`src/design/fsf_map.vh`:
```
// Purpose: offsets, fields, reset values and timing for the fail-safe
//          flag and configuration register group
// Assumes: byte addresses on a 32-bit register bus
// Notes:   definitions only
`ifndef FSF_MAP_VH
`define FSF_MAP_VH

`define FSF_ADDR_W            8
`define FSF_OFF_SUMMARY       8'h00
`define FSF_OFF_REACT_CORE_IO 8'h04
`define FSF_OFF_REACT_AUX     8'h08
`define FSF_OFF_SSM_CFG       8'h0c
`define FSF_OFF_IRQ_STATUS    8'h10
`define FSF_OFF_IRQ_MASK      8'h14

`define FSF_BIT_COMM_SUM      23
`define FSF_BIT_PIN_SUM       21
`define FSF_BIT_SUPPLY_SUM    20
`define FSF_BIT_PULSE_SEL     17
`define FSF_BIT_TIMER_DIS     12
`define FSF_LSB_HI_PAIR_A     22
`define FSF_LSB_HI_PAIR_B     20
`define FSF_LSB_LO_PAIR_A     10
`define FSF_LSB_LO_PAIR_B     8
`define FSF_LSB_CNT_LIMIT     22
`define FSF_LSB_CNT_VALUE     8

`define FSF_RST_CORE_OV       2'h3
`define FSF_RST_CORE_UV       2'h0
`define FSF_RST_IO_OV         2'h3
`define FSF_RST_IO_UV         2'h1
`define FSF_RST_AUX_OV        2'h3
`define FSF_RST_AUX_UV        2'h1
`define FSF_RST_CNT_LIMIT     2'h1
`define FSF_RST_PULSE_SEL     1'b0
`define FSF_RST_TIMER_DIS     1'b0

`define FSF_IRQ_W             4
`define FSF_IRQ_COMM          0
`define FSF_IRQ_PIN           1
`define FSF_IRQ_SUPPLY        2
`define FSF_IRQ_PULSE_DONE    3

`define FSF_RESP_OKAY         2'h0
`define FSF_RESP_SLVERR       2'h2

`define FSF_CLK_PERIOD_NS     4
`define FSF_PULSE_LONG_US     10000
`define FSF_PULSE_SHORT_US    1000
// worked in ns so the product stays inside 32-bit integer range
`define FSF_PULSE_LONG_CYC    (`FSF_PULSE_LONG_US * 1000 / `FSF_CLK_PERIOD_NS)
`define FSF_PULSE_SHORT_CYC   (`FSF_PULSE_SHORT_US * 1000 / `FSF_CLK_PERIOD_NS)

`endif

```
`src/design/fsf_pulse_timer.v`:
```
// Purpose: timed low pulse for the reset output pin
// Assumes: start is a level or pulse synchronous to aclk
// Notes:   a start while a pulse runs is ignored
`timescale 1ns/1ps
module fsf_pulse_timer #(
  parameter CW        = 22,
  parameter LONG_CYC  = 2500000,
  parameter SHORT_CYC = 250000
) (
  input  wire          aclk,
  input  wire          aresetn,
  input  wire          ce,
  input  wire          start,
  input  wire          sel_short,
  output reg           active_q,
  output reg           done_q
);

  reg  [CW-1:0] cnt_q;
  wire [CW-1:0] long_ld;
  wire [CW-1:0] short_ld;
  wire [31:0]   long_full;
  wire [31:0]   short_full;

  // load counts minus one so the pulse lasts exactly the selected cycles
  assign long_full  = LONG_CYC - 1;
  assign short_full = SHORT_CYC - 1;
  assign long_ld    = long_full[CW-1:0];
  assign short_ld   = short_full[CW-1:0];

  always @(posedge aclk)
  begin
    if (!aresetn)
    begin
      cnt_q    <= {CW{1'b0}};
      active_q <= 1'b0;
      done_q   <= 1'b0;
    end
    else if (ce)
    begin
      done_q <= 1'b0;
      if (!active_q)
      begin
        if (start)
        begin
          cnt_q    <= sel_short ? short_ld : long_ld;
          active_q <= 1'b1;
        end
      end
      else if (cnt_q == {CW{1'b0}})
      begin
        active_q <= 1'b0;
        done_q   <= 1'b1;
      end
      else
      begin
        cnt_q <= cnt_q - {{(CW-1){1'b0}}, 1'b1};
      end
    end
  end

endmodule // fsf_pulse_timer

```
`src/design/fsf_regs.v`:
```
// Purpose: fail-safe summary flags and configuration registers
// Assumes: fault inputs synchronous to aclk; aresetn is power-on reset
// Notes:   AXI4-Lite slave, one outstanding read and one write
// Function
// - Bit 23 of the summary register is the OR of the bus CRC and bus request errors.
// - Bit 21 is the OR of the power-good pin and reset pin diagnostics.
// - Bit 20 is the OR of the six core, I/O and aux over/undervoltage bits.
// - Summary bits follow their inputs live and clear only when all inputs clear.
// - Pulse select bit 17 gives a 10 ms reset pulse at 0, 1.0 ms at 1, reset only at power-on.
//
// Added by the designer: the AXI4-Lite register port and the placing of the registers.
`timescale 1ns/1ps
`include "fsf_map.vh"
module fsf_regs #(
  parameter CW        = 22,
  parameter LONG_CYC  = `FSF_PULSE_LONG_CYC,
  parameter SHORT_CYC = `FSF_PULSE_SHORT_CYC
) (
  input  wire        aclk,
  input  wire        aresetn,
  input  wire        ce,
  input  wire [7:0]  s_axi_awaddr,
  input  wire [2:0]  s_axi_awprot,
  input  wire        s_axi_awvalid,
  output wire        s_axi_awready,
  input  wire [31:0] s_axi_wdata,
  input  wire [3:0]  s_axi_wstrb,
  input  wire        s_axi_wvalid,
  output wire        s_axi_wready,
  output reg  [1:0]  s_axi_bresp,
  output reg         s_axi_bvalid,
  input  wire        s_axi_bready,
  input  wire [7:0]  s_axi_araddr,
  input  wire [2:0]  s_axi_arprot,
  input  wire        s_axi_arvalid,
  output wire        s_axi_arready,
  output reg  [31:0] s_axi_rdata,
  output reg  [1:0]  s_axi_rresp,
  output reg         s_axi_rvalid,
  input  wire        s_axi_rready,
  input  wire        bus_crc_error,
  input  wire        bus_request_error,
  input  wire        power_good_pin_diag,
  input  wire        reset_pin_diag,
  input  wire        core_monitor_overvoltage,
  input  wire        core_monitor_undervoltage,
  input  wire        io_supply_overvoltage,
  input  wire        io_supply_undervoltage,
  input  wire        aux_monitor_overvoltage,
  input  wire        aux_monitor_undervoltage,
  input  wire [3:0]  fault_counter_value,
  input  wire        reset_pulse_request,
  output wire        comm_fault_summary,
  output wire        safety_pin_fault_summary,
  output wire        supply_monitor_fault_summary,
  output reg  [1:0]  core_ov_reaction,
  output reg  [1:0]  core_uv_reaction,
  output reg  [1:0]  io_ov_reaction,
  output reg  [1:0]  io_uv_reaction,
  output reg  [1:0]  aux_ov_reaction,
  output reg  [1:0]  aux_uv_reaction,
  output reg  [1:0]  fault_counter_limit,
  output reg         reset_pulse_width_sel,
  output reg         reset_low_timer_disable,
  output wire        reset_output_pin_n,
  output wire        irq
);

  localparam IW = `FSF_IRQ_W;

  reg  [7:0]    awaddr_q;
  reg           aw_hold_q;
  reg  [31:0]   wdata_q;
  reg  [3:0]    wstrb_q;
  reg           w_hold_q;
  wire          do_wr;
  wire          ar_take;
  reg           wr_hit;
  reg  [31:0]   rd_word;
  reg           rd_hit;
  reg  [IW-1:0] irq_status_q;
  reg  [IW-1:0] irq_status_d;
  reg  [IW-1:0] irq_mask_q;
  reg  [IW-1:0] event_vec;
  reg  [2:0]    sum_prev_q;
  wire [2:0]    sum_now;
  wire          pulse_active;
  wire          pulse_done;
  wire          wr_lane1;
  wire          wr_lane2;
  wire          wr_lane0;

  // live summaries straight from the individual fault bits
  assign comm_fault_summary = bus_crc_error | bus_request_error;
  assign safety_pin_fault_summary =
    power_good_pin_diag | reset_pin_diag;
  assign supply_monitor_fault_summary =
    core_monitor_overvoltage | core_monitor_undervoltage |
    io_supply_overvoltage | io_supply_undervoltage |
    aux_monitor_overvoltage | aux_monitor_undervoltage;

  assign sum_now = {supply_monitor_fault_summary,
                    safety_pin_fault_summary,
                    comm_fault_summary};

  // readies drop while ce is low so no beat is taken and then frozen
  assign s_axi_awready = ce & ~aw_hold_q;
  assign s_axi_wready  = ce & ~w_hold_q;
  assign s_axi_arready = ce & ~s_axi_rvalid;
  assign do_wr   = aw_hold_q & w_hold_q & ~s_axi_bvalid;
  assign ar_take = s_axi_arvalid & s_axi_arready;

  assign wr_lane0 = do_wr & wstrb_q[0];
  assign wr_lane1 = do_wr & wstrb_q[1];
  assign wr_lane2 = do_wr & wstrb_q[2];

  always @*
  begin
    case (awaddr_q)
      `FSF_OFF_SUMMARY:       wr_hit = 1'b1;
      `FSF_OFF_REACT_CORE_IO: wr_hit = 1'b1;
      `FSF_OFF_REACT_AUX:     wr_hit = 1'b1;
      `FSF_OFF_SSM_CFG:       wr_hit = 1'b1;
      `FSF_OFF_IRQ_STATUS:    wr_hit = 1'b1;
      `FSF_OFF_IRQ_MASK:      wr_hit = 1'b1;
      default:                wr_hit = 1'b0;
    endcase
  end

  // address and data may arrive in either order; each is held alone
  always @(posedge aclk)
  begin
    if (!aresetn)
    begin
      awaddr_q     <= 8'h00;
      aw_hold_q    <= 1'b0;
      wdata_q      <= 32'h00000000;
      wstrb_q      <= 4'h0;
      w_hold_q     <= 1'b0;
      s_axi_bvalid <= 1'b0;
      s_axi_bresp  <= `FSF_RESP_OKAY;
    end
    else if (ce)
    begin
      if (s_axi_awvalid && s_axi_awready)
      begin
        awaddr_q  <= {s_axi_awaddr[7:2], 2'b00};
        aw_hold_q <= 1'b1;
      end
      if (s_axi_wvalid && s_axi_wready)
      begin
        wdata_q  <= s_axi_wdata;
        wstrb_q  <= s_axi_wstrb;
        w_hold_q <= 1'b1;
      end
      if (do_wr)
      begin
        aw_hold_q    <= 1'b0;
        w_hold_q     <= 1'b0;
        s_axi_bvalid <= 1'b1;
        s_axi_bresp  <= wr_hit ? `FSF_RESP_OKAY : `FSF_RESP_SLVERR;
      end
      else if (s_axi_bvalid && s_axi_bready)
      begin
        s_axi_bvalid <= 1'b0;
      end
    end
  end

  // configuration fields; only the named field bits are stored
  always @(posedge aclk)
  begin
    if (!aresetn)
    begin
      core_ov_reaction        <= `FSF_RST_CORE_OV;
      core_uv_reaction        <= `FSF_RST_CORE_UV;
      io_ov_reaction          <= `FSF_RST_IO_OV;
      io_uv_reaction          <= `FSF_RST_IO_UV;
      aux_ov_reaction         <= `FSF_RST_AUX_OV;
      aux_uv_reaction         <= `FSF_RST_AUX_UV;
      fault_counter_limit     <= `FSF_RST_CNT_LIMIT;
      reset_pulse_width_sel   <= `FSF_RST_PULSE_SEL;
      reset_low_timer_disable <= `FSF_RST_TIMER_DIS;
      irq_mask_q              <= {IW{1'b0}};
    end
    else if (ce)
    begin
      case (awaddr_q)
        `FSF_OFF_REACT_CORE_IO:
        begin
          if (wr_lane2)
          begin
            core_ov_reaction <=
              wdata_q[`FSF_LSB_HI_PAIR_A+1:`FSF_LSB_HI_PAIR_A];
            core_uv_reaction <=
              wdata_q[`FSF_LSB_HI_PAIR_B+1:`FSF_LSB_HI_PAIR_B];
          end
          if (wr_lane1)
          begin
            io_ov_reaction <=
              wdata_q[`FSF_LSB_LO_PAIR_A+1:`FSF_LSB_LO_PAIR_A];
            io_uv_reaction <=
              wdata_q[`FSF_LSB_LO_PAIR_B+1:`FSF_LSB_LO_PAIR_B];
          end
        end
        `FSF_OFF_REACT_AUX:
        begin
          if (wr_lane1)
          begin
            aux_ov_reaction <=
              wdata_q[`FSF_LSB_LO_PAIR_A+1:`FSF_LSB_LO_PAIR_A];
            aux_uv_reaction <=
              wdata_q[`FSF_LSB_LO_PAIR_B+1:`FSF_LSB_LO_PAIR_B];
          end
        end
        `FSF_OFF_SSM_CFG:
        begin
          if (wr_lane2)
          begin
            fault_counter_limit <=
              wdata_q[`FSF_LSB_CNT_LIMIT+1:`FSF_LSB_CNT_LIMIT];
            reset_pulse_width_sel <= wdata_q[`FSF_BIT_PULSE_SEL];
          end
          if (wr_lane1)
          begin
            // counter value bits are read-only and dropped here
            reset_low_timer_disable <= wdata_q[`FSF_BIT_TIMER_DIS];
          end
        end
        `FSF_OFF_IRQ_MASK:
        begin
          if (wr_lane0)
          begin
            irq_mask_q <= wdata_q[IW-1:0];
          end
        end
        default:
        begin
          // summary, status and unmapped words store nothing here
          irq_mask_q <= irq_mask_q;
        end
      endcase
    end
  end

  // rising edge of a summary or an ended pulse is an interrupt event
  always @*
  begin
    event_vec = {IW{1'b0}};
    event_vec[`FSF_IRQ_COMM]   = sum_now[0] & ~sum_prev_q[0];
    event_vec[`FSF_IRQ_PIN]    = sum_now[1] & ~sum_prev_q[1];
    event_vec[`FSF_IRQ_SUPPLY] = sum_now[2] & ~sum_prev_q[2];
    event_vec[`FSF_IRQ_PULSE_DONE] = pulse_done;
    irq_status_d = irq_status_q;
    if (wr_lane0 && awaddr_q == `FSF_OFF_IRQ_STATUS)
    begin
      irq_status_d = irq_status_q & ~wdata_q[IW-1:0];
    end
    // a new event wins over a clear in the same cycle
    irq_status_d = irq_status_d | event_vec;
  end

  always @(posedge aclk)
  begin
    if (!aresetn)
    begin
      irq_status_q <= {IW{1'b0}};
      sum_prev_q   <= 3'b000;
    end
    else if (ce)
    begin
      irq_status_q <= irq_status_d;
      sum_prev_q   <= sum_now;
    end
  end

  assign irq = |(irq_status_q & irq_mask_q);

  // read word assembly; reserved bits read as zero
  always @*
  begin
    rd_word = 32'h00000000;
    rd_hit  = 1'b1;
    case ({s_axi_araddr[7:2], 2'b00})
      `FSF_OFF_SUMMARY:
      begin
        rd_word[`FSF_BIT_COMM_SUM]   = comm_fault_summary;
        rd_word[`FSF_BIT_PIN_SUM]    = safety_pin_fault_summary;
        rd_word[`FSF_BIT_SUPPLY_SUM] = supply_monitor_fault_summary;
      end
      `FSF_OFF_REACT_CORE_IO:
      begin
        rd_word[`FSF_LSB_HI_PAIR_A+1:`FSF_LSB_HI_PAIR_A] = core_ov_reaction;
        rd_word[`FSF_LSB_HI_PAIR_B+1:`FSF_LSB_HI_PAIR_B] = core_uv_reaction;
        rd_word[`FSF_LSB_LO_PAIR_A+1:`FSF_LSB_LO_PAIR_A] = io_ov_reaction;
        rd_word[`FSF_LSB_LO_PAIR_B+1:`FSF_LSB_LO_PAIR_B] = io_uv_reaction;
      end
      `FSF_OFF_REACT_AUX:
      begin
        rd_word[`FSF_LSB_LO_PAIR_A+1:`FSF_LSB_LO_PAIR_A] = aux_ov_reaction;
        rd_word[`FSF_LSB_LO_PAIR_B+1:`FSF_LSB_LO_PAIR_B] = aux_uv_reaction;
      end
      `FSF_OFF_SSM_CFG:
      begin
        rd_word[`FSF_LSB_CNT_LIMIT+1:`FSF_LSB_CNT_LIMIT] =
          fault_counter_limit;
        rd_word[`FSF_BIT_PULSE_SEL] = reset_pulse_width_sel;
        rd_word[`FSF_BIT_TIMER_DIS] = reset_low_timer_disable;
        rd_word[`FSF_LSB_CNT_VALUE+3:`FSF_LSB_CNT_VALUE] =
          fault_counter_value;
      end
      `FSF_OFF_IRQ_STATUS:
      begin
        rd_word[IW-1:0] = irq_status_q;
      end
      `FSF_OFF_IRQ_MASK:
      begin
        rd_word[IW-1:0] = irq_mask_q;
      end
      default:
      begin
        rd_hit = 1'b0;
      end
    endcase
  end

  always @(posedge aclk)
  begin
    if (!aresetn)
    begin
      s_axi_rvalid <= 1'b0;
      s_axi_rdata  <= 32'h00000000;
      s_axi_rresp  <= `FSF_RESP_OKAY;
    end
    else if (ce)
    begin
      if (ar_take)
      begin
        s_axi_rvalid <= 1'b1;
        s_axi_rdata  <= rd_word;
        s_axi_rresp  <= rd_hit ? `FSF_RESP_OKAY : `FSF_RESP_SLVERR;
      end
      else if (s_axi_rvalid && s_axi_rready)
      begin
        s_axi_rvalid <= 1'b0;
      end
    end
  end

  // pulse length follows the select bit at the moment of the request
  fsf_pulse_timer #(
    .CW        (CW),
    .LONG_CYC  (LONG_CYC),
    .SHORT_CYC (SHORT_CYC)
  ) u_pulse (
    .aclk      (aclk),
    .aresetn   (aresetn),
    .ce        (ce),
    .start     (reset_pulse_request),
    .sel_short (reset_pulse_width_sel),
    .active_q  (pulse_active),
    .done_q    (pulse_done)
  );

  assign reset_output_pin_n = ~pulse_active;

endmodule // fsf_regs

```
`config.mk`:
```
export PLATFORM = sky130hd
export DESIGN_NAME = fsf_regs
export DESIGN_NICKNAME = d
export VERILOG_FILES = /design/src/design/fsf_pulse_timer.v /design/src/design/fsf_regs.v
export VERILOG_INCLUDE_DIRS = /design/src /design/src/design
export SDC_FILE = /design/constraint.sdc
export NUM_CORES = 1
export LEC_CHECK = 0
export ABC_AREA = 1
export BUFFER_PORTS_ARGS = -buffer_cell sky130_fd_sc_hd__buf_4
export CELL_PAD_IN_SITES_DETAIL_PLACEMENT = 1
export CELL_PAD_IN_SITES_GLOBAL_PLACEMENT = 1
export CORE_UTILIZATION = 32
export DETAILED_ROUTE_END_ITERATION = 10
export GPL_ROUTABILITY_DRIVEN = 0
export HOLD_SLACK_MARGIN = 0.08
export PLACE_DENSITY_LB_ADDON = 0.1
export SETUP_SLACK_MARGIN = 0.4
export SYNTH_ARGS = -nofsm -noshare
export SYNTH_HDL_FRONTEND = slang
export SYNTH_SLANG_ARGS = --single-unit
```
`constraint.sdc`:
```
create_clock -name aclk -period 1.47 [get_ports aclk]
set_input_delay 0.147 -clock aclk [delete_from_list [all_inputs] [get_ports aclk]]
set_output_delay 0.147 -clock aclk [all_outputs]
set_load 0.02 [all_outputs]
```
==> results of run 1 <==
## worst max path at each step
stage / startpoint / to / slack (ps) / cells past startpoint
final: u_pulse.cnt_q[1] / u_pulse.cnt_q[10] / -40 / 11
after global routing: u_pulse.cnt_q[1] / u_pulse.cnt_q[4] / -110 / 11
after detailed placement: u_pulse.cnt_q[8] / u_pulse.cnt_q[21] / -120 / 8
after floorplan: u_pulse.cnt_q[0] / u_pulse.cnt_q[4] / 90 / 11
after CTS: u_pulse.cnt_q[1] / u_pulse.cnt_q[13] / -10 / 11
after global placement: u_pulse.active_q / u_pulse.cnt_q[4] / -70 / 8
## repair_timing
item,4_1_cts,5_1_grt
setup endpoints to repair,92,101
gates resized for setup,210,102
pin swaps,66,43
buffers inserted,26,20
hold buffers,25,0
cloned,2,1
endpoints found under the hold margin,25,0
## per-layer routing
metal / up-vias / routed length, um / share of wire [%] / global-route usage, %
li1: 2560 / - / - / -
met1: 2589 / 7460 / 42 / 27.9
met2: 84 / 9650 / 54 / 43.9
met3: 19 / 469 / 2.6 / 4.32
met4: 0 / 264 / 1.5 / 6.40
met5: - / 0 / 0 / 0
## cell families (layout without fill, tap and decap cells)
kind of cell | count (synthesis) | in the layout
buf+inv | 111 | 327
compound gates | 132 | 132
other cells | 1 | 20
simple gates | 318 | 318
flops | 94 | 94
xor+xnor | 4 | 4
fa+ha+maj | 1 | 1
## cell type report
cell class	count	area (um2)
timing repair buffer	240	2150
tap	180	225
timing repair inverter	1	16.3
sequential	94	1930
fill	1652	5930
multi-input combinational	475	3040
clock buffer	12	246
clock inverter	4	31.3
inverter	70	312
## flip-flops by register name (all words and copies together) (netlist names), 2 cells and up
name / flops
core_ov_reaction: 2
sum_prev_q: 3
fault_counter_limit: 2
s_axi_rdata: 14
awaddr_q: 6
irq_mask_q: 4
wstrb_q: 3
u_pulse.cnt_q: 22
aux_uv_reaction: 2
io_uv_reaction: 2
aux_ov_reaction: 2
io_ov_reaction: 2
core_uv_reaction: 2
irq_status_q: 4
wdata_q: 14
## worst register-to-register path: stages (launching register included)
cell and delay (ps):
dfxtp_2 340, inv_2 50, ha_4 160, nand2_4 80
nor2_8 40, nand3_4 60, nand2_4 60, buf_6 130
nor2_4 190, inv_2 100, nor2_2 120, nor2_1 50
## stage by stage
step | hold WS [ps] | util (%)
6_report | 85.3 | 57.3
3_5_place_dp | 377 | 43.3
5_1_grt | 106 | 57.3
2_1_floorplan | 282 | -
3_3_place_gp | 369 | 43.3
4_1_cts | 81.5 | 53.4
## placed cells by master (no fill, tap or decap), types with 9 or more instances in the layout
cell type | Yosys | routed
buf_4 | 21 | 165
nand2_1 | 126 | 82
nor2_1 | 116 | 68
dfxtp_1 | 94 | 63
inv_1 | 65 | 46
a21oi_1 | 55 | 36
buf_6 | 1 | 36
nor2_4 | 2 | 35
nand2_2 | 5 | 32
nand3_1 | 41 | 31
dfxtp_2 | 0 | 28
a21oi_2 | 7 | 25
dlygate4sd3_1 | 0 | 25
o21ai_2 | 0 | 24
nor2_2 | 5 | 20
conb_1 | 1 | 20
o21ai_1 | 1 | 19
inv_2 | 4 | 18
nand2_4 | 0 | 17
o21ai_0 | 57 | 12
clkbuf_16 | 0 | 10
nand4_1 | 9 | 9
## report_power, final
group | leakage [nW] | internal (mW) | switching, mW
logic | 2.60 | 0.837 | 0.974
clock network | 0.137 | 1.21 | 1.08
registers | 0.779 | 2.67 | 0.109
==> results list, run 1 <==
- The cell area that synthesis handed to floorplanning was 4550 um2.
- Counting cells, the worst reg-to-reg path comes to 11.
* Count of routing violations after the opening detailed-route iteration: 163
- The tightest min-delay check is of the in -> reg type.
- Post-route total power: 6.88 mW
- The final layout contains 973 nets.
* End of the worst register-to-register path: u_pulse.cnt_q[10]
- Adder-cell share of the synthesized area: less than 1%
- The first detailed-routing pass took 4 iterations.
* Diodes inserted: 0
* Startpoint of the most critical hold path: s_axi_awaddr[3]
- Proportion of register bits with asynchronous set or reset after synthesis: 0%
* Crit-path leading delay family: simple AND/OR/NAND/NOR gates
* Count of state elements after synthesis: 94
- The Yosys step of the flow raised 0 warnings.
- Run status: finished with violations
- The worst path in the final design needs a cycle of 1510 ps, including I/O delays and setup.
- Clk buf depth: 2
- Clk root buf: clkbuf_16
* Global route total overflow: 0
* Highest ir drop seen on vdd: just over 0.6 mV
* Sum of buffers and inverters on the critical path: 3
- The signal on the critical path passes through inv_2 -> ha_4 -> nand2_4 -> nor2_8 -> nand3_4 -> nand2_4 -> buf_6 -> nor2_4 -> inv_2 -> nor2_2 -> nor2_1.
* Number of sinks handled by clock tree synthesis: 94
- The number of antenna violations at the first check in global routing is 0.
* Post-Syn Area per Cell: 6.88 um2
- Across the run, the number of max-cap violations was 0.
* CP startpoint kind: flop
- STA puts the critical path data required time at 1720 ps.
* Critical-path top delay cell: dfxtp_2
* Register clock-pin slew on the reported worst setup and hold paths: about 70 ps
- Final std cell area, no fill: 7950 um2
* Synth area leaders: dfxtp_1 41%, nand2_1 10%, nor2_1 9.6%, o21ai_0 6.3%, a21oi_1 6.1%
- Crit end category: flop
- In this run the worst path has a maximum fanout of 6.
* Hold path depth: 3
- Row generation in the floorplan step produced 43 rows.
* Final total negative setup slack: -168 ps
- Pin placement for this block handled 143 I/O pins.
- Dominant combinational cell family by area after synthesis: simple AND/OR/NAND/NOR gates
- Area growth from synthesis to layout: 74.8%
- For this run, the total global-route usage over all layers was measured as 23.8%.
- The hold violation total from the final report came to 0.
- Vias after detailed routing: 5252
- Average wire length per cell after detail routing: 16.6 um
* Vias in the first global route: 5499
* Half-perimeter wire length after detailed placement: 11.7 mm
- Final WL: 17.8 mm
- Highest Clock Rate: 664 MHz
- Count of cell types in the netlist: 36
- In the routed design, unresolved DRC markers number 0.
* Most frequent cell after synthesis: nand2_1
* Reg2reg start: u_pulse.cnt_q[1]
- Summing the sequential cell areas from Yosys gives 41.4% of the chip area.
- Counting flops with a built-in enable in the synthesized netlist gives 0.
- After layout, the worst path uses 103% of the clock period.
* Number of buffers added on ports: 93
- The synthesized design spends more area on one cell type than any other, namely dfxtp_1.
* CP arrival: 1760 ps
- For hold timing, the worst endpoint is awaddr_q[3].
* Clock latency at the later pin of the worst-skew pair: 360 ps
* TritonCTS buffer count: 9
- Most frequent cells after synthesis: 126 x nand2_1, 116 x nor2_1, 94 x dfxtp_1
- The core region is 13900 um2.
* Largest net degree at the start of global routing: 39
* Number of failing setup endpoints in the final timing report: 7
* Power density relative to cell area: 866 nW/um2
- Horizontal die dimension: 121 um
- The floorplan step set the die height to 121 um.
- The post-route netlist has around 52% of its cells at a drive strength greater than 1.
- Instance count of the mapped netlist: 661
* FF-to-FF setup slack: -40 ps
- After layout, the worst setup slack is -36.8 ps.
- Final ANT Viol Nets: 0
- The share of synthesized area in the top cell type comes to about two fifths.
* Overall die area: 14700 um2
* Area share of xor/xnor cells in the synthesized design: 0.771%
- The worst setup path is of the reg -> reg kind.
* Wire length of the first global-routing pass: 27.1 mm
* Violations in the final reports: setup timing
- Placed cells: slightly below 1000
- Before CTS, the worst setup slack after placement is -123 ps.
- In the routed layout, each cell is associated on average with a via count of 4.88.
- TritonCTS built the clock tree.
* Clock tree skew after final layout: about 9.5 ps
* Top_reg_cell synth: dfxtp_1
* Final Max Slew Viols: 0
- Post-synthesis share of cell area spent on and, or, nand and nor gates: 30.1%
* Synth Area in Compound Gates: 15.9%
- Unrepaired setup endpoints after global routing: yes
* Placed cell area: 6010 um2
- The largest single stage delay on the critical path is 340 ps.
* Standby leakage power: 3.51 nW
* Multiplexer share of the synthesized area: 0%
* Effective utilization at floorplan: 32.8%
- Post-route non-filler standard cell count: ~1100
- The H-tree generated during clock tree synthesis spans 3 levels.
No activity file was read; power rests on OpenSTA's default activity.
==> inputs of run 2 (changes only) <==
- CORE_UTILIZATION: 32 -> 38
- RECOVER_POWER: unset -> 100
- clock period: 1.47 -> 1.84 ns (I/O delays scaled with it)
==> results list, run 2 (synthesized netlist as in run 1, its figures left out) <==
* Run status: finished with violations
* Violations in the final reports: DRC
* Clock tree skew after final layout: 4.14 ps
- Crit end category: flop
- Fin nets: 879
- Standby leakage power: 2.64 nW
* Routed vias/inst: 5.06
* Number of violations of the max-capacitance limit: 0
- Logic gate share of total power: 19.7%
- Counting both buffers and inverters, the worst setup path holds a total of 2.
- Register clock-pin slew on the reported worst setup and hold paths: 60 ps
- The number of antenna diodes in the final layout is 0.
- The first TritonRoute pass finished after 7 iterations.
- At the later pin of the worst-skew pair, clock insertion delay measures 350 ps.
- Global route total overflow: 0
* Met3 Routed Length: roughly 500 um
* Routed length on met2: a little over 8 mm
- Critical setup path kind: reg -> reg
* Largest registers ranked by flip-flop count: u_pulse.cnt_q: 22 flops, s_axi_rdata: 14 flops, wdata_q: 14 flops
- TritonCTS buffer count: 9
- Max transition margin: 12.3%
- Worst min-delay path category: in -> reg
- Count of endpoints failing hold in the final timing report: 0
- Setup WS pre-CTS: between 70 and 80 ps
- In this design, the stage delay of the slowest critical-path cell is around 340 ps.
- After detailed routing, the average wire length per cell comes to 15.7 um.
- Final worst slack: 186 ps
* Highest ir drop seen on vdd: 0.626 mV
- Highest Clock Rate: 605 MHz
- Power spread over the standard cell area amounts to roughly 800 nW/um2.
- Area growth from synthesis to layout: 34.3%
- In the final routing, the length of wire on met1 measures between 5 and 6 mm.
- Final total negative setup slack: 0 ps
* Worst slew pin tran: 1310 ps
- The via count of the first global-routing pass is 4936.
- In the routed design, unresolved DRC markers number 2.
- Horizontal die dimension: 111 um
- Counting along the longest clock path gives a buffer depth of 2.
- Ratio of final minimum period to clock period: 89.9%
- Critical-path top delay cell: dfxtp_2
* Part of the total power dissipated in the clock network: 35.8%
- Number of failing setup endpoints in the final timing report: 0
* Final Critical Period: roughly 1700 ps
- Core region area: 11500 um2
- In the final layout, the share of cells above drive strength 1 is 26.6%.
- Number of H-tree branching levels: 3
- The number of antenna violations at the first check in global routing is 0.
- The share of total power dissipated in sequential elements is roughly 45%.
- After legalization and detailed placement, the total HPWL measured 10.6 mm.
- In this run the top signal layer used is met4.
- Sw power: 1.52 mW
- The internal power of the cells totals between 3 and 4 mW.
- The top cell types in the final layout, fill and taps aside, are 114 x nand2_1, 94 x nor2_1, 92 x buf_4, 76 x dfxtp_1, 57 x inv_1.
* Max reg flops: 22
- Switching Share: 30.2%
- Effective utilization at floorplan: 39.5%
- Final ANT Viol Nets: 0
- CP arrival: 1930 ps
* Final Max Slew Viols: 0
- IO Pins: 143
- The critical path goes through inv_4 -> ha_1 -> nand2_8 -> buf_4 -> or2_2 -> a21oi_1 -> nor2_2 -> nor2_1.
- TritonCTS built the clock tree.
* Crit-path leading delay family: simple AND/OR/NAND/NOR gates
- Wire length of the first global-routing pass: about 24 mm
- Entering global routing, the biggest net connects 29 pins.
- Total Routing Usage GR: between 20% and 30%
- The floorplan step defined a die boundary enclosing 12400 um2.
- The floorplan step set the die height to 111 um.
* Clk root buf: clkbuf_16
- Most common cell after layout, fill and taps aside: nand2_1
- Input and output buffers added on the ports amount to 93.
- FP Rows: 39
- The routed layout has between 4000 and 5000 vias.
- Wires add up to 14.9 mm.
* Count of routing violations after the opening detailed-route iteration: roughly 200
* Worst-path maximum fanout: 3
- Setup repair after global routing could not meet its margin everywhere.
- The register with the most flip-flops in the final layout is u_pulse.cnt_q.
- Clock tree synthesis found a total of 94 sinks.
- CP required: 2120 ps
* CP startpoint kind: flop
run 2: cell types whose count changed in the layout (fill, tap and decap cells not counted), moves of 13 or more:
cell / delta
clkbuf_1: +40
nand2_2: -20
o21ai_0: +34
dfxtp_1: +13
nor2_4: -20
buf_4: -73
a21oi_1: +16
o21ai_2: -22
nand2_4: -13
nand2_1: +32
buf_6: -33
dlygate4sd3_1: -17
a21oi_2: -15
nor2_1: +26
run 2: final timing paths:
kind | startpoint | to | slack, ps | depth (start not counted)
max | u_pulse.cnt_q[0] | u_pulse.cnt_q[4] | 190 | 8
min | s_axi_wdata[17] | wdata_q[17] | 90 | 3
max reg2reg | u_pulse.cnt_q[0] | u_pulse.cnt_q[4] | 190 | 8
min reg2reg | irq_mask_q[2] | irq_mask_q[2] | 460 | 2
run 2: layer usage:
layer | vias to the layer above | GRT usage, %
met4 | 0 | 6.31
li1 | 2380 | -
met3 | 13 | 5.77
met2 | 86 | 47.2
met1 | 2305 | 25.9
met5 | - | 0
run 2: power by group through the flow:
| stage | combinational [mW] | sequential, mW | clock [mW] |
|---|---|---|---|
| 4_1_cts | 0.944 | 2.22 | 1.84 |
| 5_1_grt | 1.09 | 2.24 | 1.91 |
| 2_1_floorplan | 0.567 | 2.25 | 0 |
| 6_report | 0.990 | 2.23 | 1.80 |
| 3_5_place_dp | 0.848 | 2.26 | 0 |
| 3_3_place_gp | 0.813 | 2.25 | 0 |
run 2: final cells by class:
type                            instances  area [um2]
Clock buffer                           11         243
Multi-Input combinational cell        475        2450
Sequential cell                        94        1900
Timing Repair Buffer                  147        1010
Clock inverter                          5        41.3
Tap cell                              143         179
Inverter                               70         272
Fill cell                            1509        5410
run 2: what timing repair did:
action | 4_1_cts | 5_1_grt
endpoints found under the setup margin | 42 | 47
gates resized for setup | 38 | 77
pin swaps | 19 | 24
gates cloned | 0 | 0
endpoints found under the hold margin | 8 | 0
buffers inserted | 19 | 11
hold buffers | 8 | 0
run 2: worst reg2reg max path: stages (launching register included):
cell     delay [ps]
dfxtp_2         340
inv_4            50
ha_1            260
nand2_8         100
buf_4           170
or2_2           280
a21oi_1         220
nor2_2           70
nor2_1          100
run 2: stage by stage:
step / utilization, % / hold slack (ps) / std cells / area (um2) / power, mW
after floorplan: - / 319 / 680 / 4640 / 2.82
after global placement: 46.8 / 405 / 891 / 5390 / 3.06
after detailed placement: 46.8 / 415 / 891 / 5390 / 3.10
after CTS: 52.2 / 86.5 / 934 / 6010 / 5.00
after global routing: 53.0 / 82.9 / 945 / 6100 / 5.24
final: 53.0 / 90.3 / 945 / 6100 / 5.02
